**config.mk**
```make
export PLATFORM = sky130hd
export DESIGN_NAME = gpm_general_output_pin_mux
export DESIGN_NICKNAME = d
export VERILOG_FILES = /design/src/hdl/gpm_pkg.sv /design/src/hdl/gpm_general_output_pin_mux.sv
export VERILOG_INCLUDE_DIRS = /design/src /design/src/hdl
export SDC_FILE = /design/constraint.sdc
export NUM_CORES = 1
export LEC_CHECK = 0
export ABC_CLOCK_PERIOD_IN_PS = 4000
export BUFFER_PORTS_ARGS = -buffer_cell sky130_fd_sc_hd__buf_2
export CAP_MARGIN = 20
export CORE_MARGIN = 2
export CORE_UTILIZATION = 55
export CTS_BUF_LIST = sky130_fd_sc_hd__clkbuf_8
export DETAILED_ROUTE_END_ITERATION = 7
export PLACE_DENSITY = 0.94
export SYNTH_ARGS = -nofsm -noshare
export SYNTH_HDL_FRONTEND = slang
export SYNTH_SLANG_ARGS = --single-unit
```
**constraint.sdc**
```tcl
create_clock -name clk -period 4 [get_ports clk]
set_clock_uncertainty 0.2 [all_clocks]
set_input_delay 0.2 -clock clk [delete_from_list [all_inputs] [get_ports clk]]
set_output_delay 0.2 -clock clk [all_outputs]
set_load 0.02 [all_outputs]
```
**src/hdl/gpm_cfg.svh**
```systemverilog
`ifndef GPM_CFG_SVH
`define GPM_CFG_SVH

// ==========================================================================
// Register placement
`define GPM_CTRL_ADDR          6'h0F
`define GPM_CTRL_RESET         24'h000001

// ==========================================================================
// Field positions of the control register
`define GPM_SEL_LSB            0
`define GPM_SEL_MSB            4
`define GPM_TEST_BIT           5
`define GPM_INHIBIT_BIT        6
`define GPM_ALWAYS_ON_BIT      7
`define GPM_HIGH_DRIVE_OFF_BIT 8

// ==========================================================================
// Source codes with special meaning
`define GPM_SRC_TEST           5'h00
`define GPM_SRC_PULL_UP        5'h05
`define GPM_SRC_PULL_DOWN      5'h06

// Codes that route a live internal signal
`define GPM_SRC_VALID_MASK     32'hC3FFFF1E

`endif

```
**src/hdl/gpm_pkg.sv**
```systemverilog
package gpm_pkg;

  // ========================================================================
  // Types shared by the pin multiplexer
  typedef logic [4:0]  gpm_sel_t;
  typedef logic [23:0] gpm_word_t;

  // Weak termination applied to the pin
  typedef enum logic [2:0] {
    GPM_PULL_NONE = 3'b001,
    GPM_PULL_UP   = 3'b010,
    GPM_PULL_DOWN = 3'b100
  } gpm_pull_e;

endpackage : gpm_pkg

```
**src/hdl/gpm_general_output_pin_mux.sv**
```systemverilog
`timescale 1ns/100ps
`include "gpm_cfg.svh"
module gpm_general_output_pin_mux #(
  parameter int ADDR_W = 6
) (
  // Clock and reset
  input  wire logic                clk,
  input  wire logic                nrst,
  // Register port from the serial interface core
  input  wire logic                reg_wr_en,
  input  wire logic                reg_rd_en,
  input  wire logic [ADDR_W-1:0]   reg_addr,
  input  wire gpm_pkg::gpm_word_t  reg_wdata,
  output gpm_pkg::gpm_word_t       reg_rdata,
  // Read cycle state and serial read data
  input  wire logic                read_cycle,
  input  wire logic                read_data_bit,
  // Settings held in other registers
  input  wire logic                pin_enable,
  input  wire logic                level_3v3_sel,
  // Internal sources, asynchronous to clk
  input  wire logic                lock_detect,
  input  wire logic                lock_trigger,
  input  wire logic                lock_window,
  input  wire logic                ring_osc_test,
  input  wire logic                ref_buffer_out,
  input  wire logic                ref_divider_out,
  input  wire logic                osc_divider_out,
  input  wire logic                modulator_div_clk,
  input  wire logic                aux_clock,
  input  wire logic                aux_serial_clk,
  input  wire logic                aux_serial_enable,
  input  wire logic                aux_serial_data,
  input  wire logic                phase_detector_down,
  input  wire logic                phase_detector_up,
  input  wire logic                modulator_clk_delay,
  input  wire logic                modulator_core_clk,
  input  wire logic                strobe_integer_wr,
  input  wire logic                strobe_fraction_wr,
  input  wire logic                strobe_aux_wr,
  input  wire logic                serial_latch_enable,
  input  wire logic                divider_sync_reset,
  input  wire logic                seed_load_strobe,
  input  wire logic                serial_out_buf_en,
  input  wire logic                soft_reset,
  // Lock/serial-out pin
  output logic                     pin_out,
  output logic                     pin_oe_n,
  output logic                     pin_pull_up_en,
  output logic                     pin_pull_down_en,
  output logic                     pin_high_drive_en,
  output logic                     pin_level_3v3
);
  import gpm_pkg::*;

  // ========================================================================
  // Reset release
  logic rst_meta_reg;
  logic rst_n;
  logic rst_meta_next;
  logic rst_n_next;

  // Release is synchronous so every flop reset by rst_n leaves reset on the same edge
  always_comb begin
    rst_meta_next = 1'b1;
    rst_n_next    = rst_meta_reg;
  end

  always_ff @(posedge clk or negedge nrst) begin
    if (!nrst) begin
      rst_meta_reg <= 1'b0;
      rst_n        <= 1'b0;
    end else begin
      rst_meta_reg <= rst_meta_next;
      rst_n        <= rst_n_next;
    end
  end

  // ========================================================================
  // Source vector, indexed by select code
  logic [31:0] src_async;

  always_comb begin
    src_async     = 32'h00000000;
    src_async[1]  = lock_detect;
    src_async[2]  = lock_trigger;
    src_async[3]  = lock_window;
    src_async[4]  = ring_osc_test;
    src_async[8]  = ref_buffer_out;
    src_async[9]  = ref_divider_out;
    src_async[10] = osc_divider_out;
    src_async[11] = modulator_div_clk;
    src_async[12] = aux_clock;
    src_async[13] = aux_serial_clk;
    src_async[14] = aux_serial_enable;
    src_async[15] = aux_serial_data;
    src_async[16] = phase_detector_down;
    src_async[17] = phase_detector_up;
    src_async[18] = modulator_clk_delay;
    src_async[19] = modulator_core_clk;
    src_async[20] = strobe_integer_wr;
    src_async[21] = strobe_fraction_wr;
    src_async[22] = strobe_aux_wr;
    src_async[23] = serial_latch_enable;
    src_async[24] = divider_sync_reset;
    src_async[25] = seed_load_strobe;
    src_async[30] = serial_out_buf_en;
    src_async[31] = soft_reset;
  end

  // ========================================================================
  // Two-stage synchronisers
  // Sources faster than half of clk are aliased; observe them as levels
  logic [31:0] src_meta_reg;
  logic [31:0] src_sync_reg;

  genvar gi;
  generate
    for (gi = 0; gi < 32; gi++) begin : g_sync
      logic meta_next;
      logic sync_next;

      always_comb begin
        meta_next = src_async[gi];
        sync_next = src_meta_reg[gi];
      end

      always_ff @(posedge clk or negedge rst_n) begin
        if (!rst_n) begin
          src_meta_reg[gi] <= 1'b0;
          src_sync_reg[gi] <= 1'b0;
        end else begin
          src_meta_reg[gi] <= meta_next;
          src_sync_reg[gi] <= sync_next;
        end
      end
    end
  endgenerate

  // ========================================================================
  // Control register
  gpm_word_t ctrl_reg;
  gpm_word_t ctrl_next;
  gpm_word_t rdata_next;
  logic      addr_hit;

  assign addr_hit = (reg_addr == `GPM_CTRL_ADDR);

  always_comb begin
    ctrl_next  = ctrl_reg;
    rdata_next = reg_rdata;
    if (reg_wr_en && addr_hit) begin
      ctrl_next = reg_wdata;
    end
    // Other registers live elsewhere; they read as zero here
    // A write and a read in one cycle return the old word
    if (reg_rd_en && addr_hit) begin
      rdata_next = ctrl_reg;
    end else if (reg_rd_en) begin
      rdata_next = 24'h000000;
    end
  end

  always_ff @(posedge clk or negedge rst_n) begin
    if (!rst_n) begin
      ctrl_reg  <= `GPM_CTRL_RESET;
      reg_rdata <= 24'h000000;
    end else begin
      ctrl_reg  <= ctrl_next;
      reg_rdata <= rdata_next;
    end
  end

  // ========================================================================
  // Field decode
  gpm_sel_t sel;
  logic     test_value;
  logic     inhibit;
  logic     always_on;
  logic     high_drive_off;

  assign sel            = ctrl_reg[`GPM_SEL_MSB:`GPM_SEL_LSB];
  assign test_value     = ctrl_reg[`GPM_TEST_BIT];
  assign inhibit        = ctrl_reg[`GPM_INHIBIT_BIT];
  assign always_on      = ctrl_reg[`GPM_ALWAYS_ON_BIT];
  assign high_drive_off = ctrl_reg[`GPM_HIGH_DRIVE_OFF_BIT];

  // ========================================================================
  // Source multiplexer
  logic      mux_out;
  gpm_pull_e pull;

  // Every code is listed so an unused one can never pick a stray bit
  always_comb begin
    mux_out = 1'b0;
    pull    = GPM_PULL_NONE;
    case (sel)
      `GPM_SRC_TEST: begin
        mux_out = test_value;
      end
      5'h01: mux_out = src_sync_reg[1];
      5'h02: mux_out = src_sync_reg[2];
      5'h03: mux_out = src_sync_reg[3];
      5'h04: mux_out = src_sync_reg[4];
      `GPM_SRC_PULL_UP: begin
        pull    = GPM_PULL_UP;
        mux_out = 1'b0;
      end
      `GPM_SRC_PULL_DOWN: begin
        pull    = GPM_PULL_DOWN;
        mux_out = 1'b0;
      end
      5'h07: mux_out = 1'b0;
      5'h08: mux_out = src_sync_reg[8];
      5'h09: mux_out = src_sync_reg[9];
      5'h0A: mux_out = src_sync_reg[10];
      5'h0B: mux_out = src_sync_reg[11];
      5'h0C: mux_out = src_sync_reg[12];
      5'h0D: mux_out = src_sync_reg[13];
      5'h0E: mux_out = src_sync_reg[14];
      5'h0F: mux_out = src_sync_reg[15];
      5'h10: mux_out = src_sync_reg[16];
      5'h11: mux_out = src_sync_reg[17];
      5'h12: mux_out = src_sync_reg[18];
      5'h13: mux_out = src_sync_reg[19];
      5'h14: mux_out = src_sync_reg[20];
      5'h15: mux_out = src_sync_reg[21];
      5'h16: mux_out = src_sync_reg[22];
      5'h17: mux_out = src_sync_reg[23];
      5'h18: mux_out = src_sync_reg[24];
      5'h19: mux_out = src_sync_reg[25];
      5'h1A: mux_out = 1'b0;
      5'h1B: mux_out = 1'b0;
      5'h1C: mux_out = 1'b0;
      5'h1D: mux_out = 1'b0;
      5'h1E: mux_out = src_sync_reg[30];
      5'h1F: mux_out = src_sync_reg[31];
      default: mux_out = 1'b0;
    endcase
  end

  // ========================================================================
  // Pin driver
  // A weak pull is only seen if the driver stays off outside reads
  // A disabled pin never shows the source, not even during a read
  logic drive_src;
  logic drive_en;
  logic out_next;
  logic oe_n_next;
  logic pu_next;
  logic pd_next;
  logic hd_next;
  logic lvl_next;
  logic use_read;

  always_comb begin
    use_read  = read_cycle && !inhibit;
    drive_src = pin_enable && (pull == GPM_PULL_NONE);
    drive_en  = use_read
                || (drive_src && (always_on || read_cycle));
    out_next  = use_read ? read_data_bit : mux_out;
    oe_n_next = !drive_en;
    pu_next   = (pull == GPM_PULL_UP) && !drive_en;
    pd_next   = (pull == GPM_PULL_DOWN) && !drive_en;
    hd_next   = !high_drive_off;
    lvl_next  = level_3v3_sel;
  end

  always_ff @(posedge clk or negedge rst_n) begin
    if (!rst_n) begin
      pin_out           <= 1'b0;
      pin_oe_n          <= 1'b1;
      pin_pull_up_en    <= 1'b0;
      pin_pull_down_en  <= 1'b0;
      pin_high_drive_en <= 1'b1;
      pin_level_3v3     <= 1'b0;
    end else begin
      pin_out           <= out_next;
      pin_oe_n          <= oe_n_next;
      pin_pull_up_en    <= pu_next;
      pin_pull_down_en  <= pd_next;
      pin_high_drive_en <= hd_next;
      pin_level_3v3     <= lvl_next;
    end
  end

endmodule : gpm_general_output_pin_mux

```
# --- Word level (Yosys, flattened, before mapping) ---
# Cells that the tools add are included.
word_totals:
  register_bits: 104
  out_inout_bits: 30
  word_cells: 113
op_classes:
  eq_ne: 35
  n_mux: 5
  reduce_logical: 15
ops:
  columns: ["op", "count"]
  rows:
  - ["5-bit equality test, second input constant", 16]
  - ["24-bit 2-to-1 mux", 2]
  - ["5-bit by 4-bit equality test with 1-bit output, second input constant", 8]
  - ["1-bit one-hot mux with 26 select lines", 1]
  - ["5-bit by 3-bit equality test with 1-bit output, second input constant", 4]
  - ["5-bit by 2-bit equality test with 1-bit output, second input constant", 2]
  - ["1-bit logical AND", 7]
  - ["7-bit OR reduction", 1]
  - ["6-bit by 4-bit equality test with 1-bit output, second input constant", 1]
  - ["3-bit one-hot mux with 2 select lines", 1]
  - ["5-bit by 1-bit equality test with 1-bit output, second input constant", 1]
  - ["5-bit zero test", 1]
  - ["3-bit by 1-bit equality test with 1-bit output, second input constant", 1]
  - ["3-bit by 2-bit equality test with 1-bit output, second input constant", 1]
  - ["3-bit equality test, second input constant", 1]
  - ["1-bit zero test", 3]
  - ["1-bit logical OR", 2]
  - ["2-bit nonzero test", 1]
  - ["1-bit 2-to-1 mux", 1]

# --- Longest topological paths before layout ---
logic_depth:
  ltp_word: 8
  depth_mapped: 7
  ltp_nobuf: 5

# --- Worst setup path before layout ---
# Ideal clock, no wire load.
synth_path:
  kind: "register to register"
  start: "register ctrl_reg[0]"
  end: "register pin_out"
  setup_time_ns: 0.137
  arrival_ns: 1.511
  slack_ns: 2.152
  stages_incl_launch_ff: 7
  n_path_buf: 1
  cell_sequence: "dfstp_2 > buf_6 > mux2_4 > nand3_1 > a21oi_1 > a2111oi_1 > a21oi_1"
synth_between:
  elab_chain_cells: 4
  elab_cells_between_ends: 35
synth_rtl:
  columns: ["element", "line_no", "rtl"]
  rows:
  - ["from (decl)", "gpm_general_output_pin_mux.sv:142", "gpm_word_t ctrl_reg;"]
  - ["from (signal assigned)", "gpm_general_output_pin_mux.sv:166", "ctrl_reg <= `GPM_CTRL_RESET;"]
  - ["from (signal assigned)", "gpm_general_output_pin_mux.sv:169", "ctrl_reg <= ctrl_next;"]
  - ["5-bit equality test or 5-bit by 3-bit equality test with 1-bit output (tied branches)", "gpm_general_output_pin_mux.sv:197", "case (sel)"]
  - ["7-bit OR reduction (no source line)", null, null]
  - ["1-bit one-hot mux with 26 select lines (*)", "gpm_general_output_pin_mux.sv:197", null]
  - ["1-bit 2-to-1 mux (*)", "gpm_general_output_pin_mux.sv:261", "out_next = use_read ? read_data_bit : mux_out;"]
  - ["via out_next", "gpm_general_output_pin_mux.sv:248", "logic out_next;"]
  - ["to (signal assigned)", "gpm_general_output_pin_mux.sv:278", "pin_out <= out_next;"]
  - ["to (decl)", "gpm_general_output_pin_mux.sv:47", "output logic pin_out,"]
# The timed path passes the listed nets; every way through them passes the cells marked *.
# A chain may end at the register's enable or synchronous reset.

# --- Final worst setup path ---
# Same ends and word-level chain as after synthesis.

==> impl_metrics.yaml <==
die:
  die_y_um: 85.9
  die_area_um2: 7380
  io-pin-count: 92
  placementRows: 29
  start_util_pct: 57.5
  fp.dieW_um: 85.9
  coreArea_um2: 6420
worst_hold_path:
  hp-class: "flop to flop"
  min_path_cells: 0
  min_to: "src_sync_reg[10]$_DFF_PN0_"
  hold_start: "g_sync[10].sync_next$_DFF_PN0_"
sta:
  finalHoldViolCount: 0
  setup_viol: 0
  rsz0062_at_grt: "no"
  worst_pin_slew_ps: 824
  slew_viol_final: 0
  fin_tns_setup_ps: 0
  maxSlewHeadroom_pct: 45.1
  fin_crit_sh_pct: 56.3
  fin_crit_ps: 2250
  max_freq_mhz: 444
placed_design:
  hpwlAfterDp_um: 4750
  port_buffers: 91
  gp_congestion: 0.754
worst_setup_path:
  worstPathCellList: "mux2_4 > nand2_1 > a2111oi_0 > a2111oi_1 > a21oi_1"
  r2r-end: "pin_out$_DFF_PN0_"
  required_ps: 4030
  worstSetupEndpointType: "flop"
  r2r_setup_slack_ps: 1750
  path_buf_inv: 0
  critPathTopFamily: "flip-flops"
  path_max_fanout: 19
  worstPathArrival_ps: 2280
  rr_worst_depth: 5
  r2r-start: "ctrl_reg[0]$_DFFE_PN1P_"
  cp_slowest_cell: "dfstp_2"
  worstSetupStartpointType: "flop"
  slowest_delay_ps: 800
  path_class: "flop to flop"
route:
  avgViaCountPerCell: 5.22
  antenna_left: 0
  drt_wl_total_um: 8210
  first_iter_violations: 226
  route.detailed.drc: 0
  num_vias: 2585
  dr.pass1.iters: 4
  wl_per_cell_um: 16.6
layout:
  final_util_pct: 76.1
  num_antenna_cells: 0
  num-nets-final: 475
  areaGrowthSynthToFinish_pct: 32.4
  fillCellCount: 385
  layout-drive-gt1-share_pct: 28.0
global_routing:
  grt_pass1_vias: 2714
  grt_max_degree: 68
  grt_pass1_wl_um: 13200
  grt-ovfl-total: 0
  grtUsageTotal_pct: 23.9
  antenna_found_initial: 0
logic_synthesis:
  synth-seq-cells: 104
  syn_inst: 271
  synth_area_leader_cell: "dfrtp_1"
  synthesis.nets: 333
  syn_avg_cell_area_um2: 13.6
  yosys_warnings: 0
  synth.lib_cells_used.distinct: 41
  synthArstFlopShare_pct: 100
  ys.flop_type: "dfrtp_1"
  yosysSeqAreaShare_pct: 70.6
  syn-cell-area_um2: 3690
  yosys-top-cells-area: "dfrtp_1 68%, mux2_1 7.3%, nand3_1 3.7%, inv_1 2.7%, o21ai_1 2.3%"
  synth_edf_count: 0
  yosysTopAreaCellShare_pct: 68.5
cts:
  clkTransAtPathRegs_ps: 90
  cts_tree: "built"
  clock_latency_ps: 360
  cts_root_buffer: "clkbuf_8"
  clockBufferDepth: 2
  cts_max_level: 3
  clock_sinks: 104
  numCtsBuffers: 9
  cts_resized: 0
power_and_ir_drop:
  p_total_w: 0.00197
  peakVddDrop_v: 0.000277
  leakage_nw: 2.36
  power_density_nw_per_um2: 403
run_status:
  status: "completed"
run:
  drv_cap: 0
[logic make-up (layout without fill, tap and decap cells)]
| kind of cell | Yosys count | in the layout | synth area share, % |
|---|---|---|---|
| flip-flops | 104 | 104 | 70.6 |
| AO/OA/AOI/OAI | 42 | 42 | 6.71 |
| AND/OR/NAND/NOR | 49 | 49 | 7.39 |
| other | 1 | 1 | 0.102 |
| multiplexers | 31 | 31 | 9.83 |
| buffers and inverters | 43 | 190 | 5.12 |
| XOR/XNOR | 1 | 1 | 0.237 |
[worst max path at each step]
stage	start	to	slack, ps	cells past startpoint
2_1_floorplan	rst_n$_DFF_PN0_	ctrl_reg[10]$_DFFE_PN0P_	690	0
3_3_place_gp	reg_addr[4]	ctrl_reg[1]$_DFFE_PN0P_	1830	6
3_5_place_dp	reg_addr[4]	ctrl_reg[9]$_DFFE_PN0P_	1790	6
4_1_cts	ctrl_reg[0]$_DFFE_PN1P_	pin_out$_DFF_PN0_	1800	5
5_1_grt	ctrl_reg[0]$_DFFE_PN1P_	pin_out$_DFF_PN0_	1620	5
6_report	ctrl_reg[0]$_DFFE_PN1P_	pin_out$_DFF_PN0_	1750	5
[worst register-to-register path: stages, from the launching register on]
cell and delay [ps]:
dfstp_2 800, mux2_4 350, nand2_1 70, a2111oi_0 110
a2111oi_1 480, a21oi_1 120
[cell usage after synthesis, types with 2 or more instances]
| master | number |
|---|---|
| buf_2 | 4 |
| nor3_1 | 2 |
| nand4b_1 | 2 |
| mux2_1 | 24 |
| dfrtp_1 | 101 |
| a31oi_1 | 2 |
| o21ai_0 | 10 |
| buf_6 | 3 |
| nand2b_1 | 2 |
| dfstp_2 | 3 |
| nor2_1 | 2 |
| clkbuf_1 | 7 |
| nand3_1 | 27 |
| inv_1 | 27 |
| o21ai_1 | 17 |
| a21oi_1 | 4 |
| mux2_4 | 2 |
| nand2_1 | 6 |
| mux2i_1 | 4 |
[area by class of cell]
type                            instances  area, um^2  share of cell area [%]
Sequential cell                       104        2610                    53.4
Timing Repair Buffer                  146        1000                    20.5
Inverter                               28         105                    2.15
Clock buffer                           10         138                    2.82
Multi-Input combinational cell        124         896                    18.3
Clock inverter                          6        37.5                   0.768
Tap cell                               77        96.3                    1.97
[power breakdown]
part           leakage (nW)  internal (W)  switching, W
Combinational         0.962      0.000115     0.0000851
Clock                0.0948      0.000240      0.000340
Sequential             1.31       0.00112     0.0000703
Total                  2.36       0.00147      0.000496
[placed cells by master (no fill, tap or decap), types with 2 or more instances in the layout]
cell	count
dfstp_2	3
a21oi_1	4
mux2_1	24
a31oi_1	2
dfrtp_1	100
nand2b_1	2
inv_1	29
nor3_1	2
nand2_1	6
mux2i_1	4
mux2_4	2
dlygate4sd3_1	54
nand4b_1	2
o21ai_1	17
nor2_1	2
buf_2	91
clkinv_4	2
o21ai_0	10
clkbuf_8	10
nand3_1	27
[what timing repair did]
item	CTS	global route
hold endpoints to repair	53	0
buffers inserted	0	0
hold buffers	54	0
[per-stage QoR]
stage               cell area [um^2]  instances  hold WS (ps)  worst slack, ps
floorplan                       3690        271          -296              694
global placement                4170        425          -215             1830
detailed placement              4170        425          -214             1790
CTS                             4890        495           156             1800
global route                    4890        495           165             1620
finish                          4890        495           152             1750
[metal layers]
layer	routed length, um	track usage [%]	up-vias
met5	0	0	-
met4	229	10.8	0
met3	346	4.81	21
met2	4330	40.9	92
met1	3300	29.4	1274
li1	-	-	1198
No activity file was read; power rests on OpenSTA's default activity.
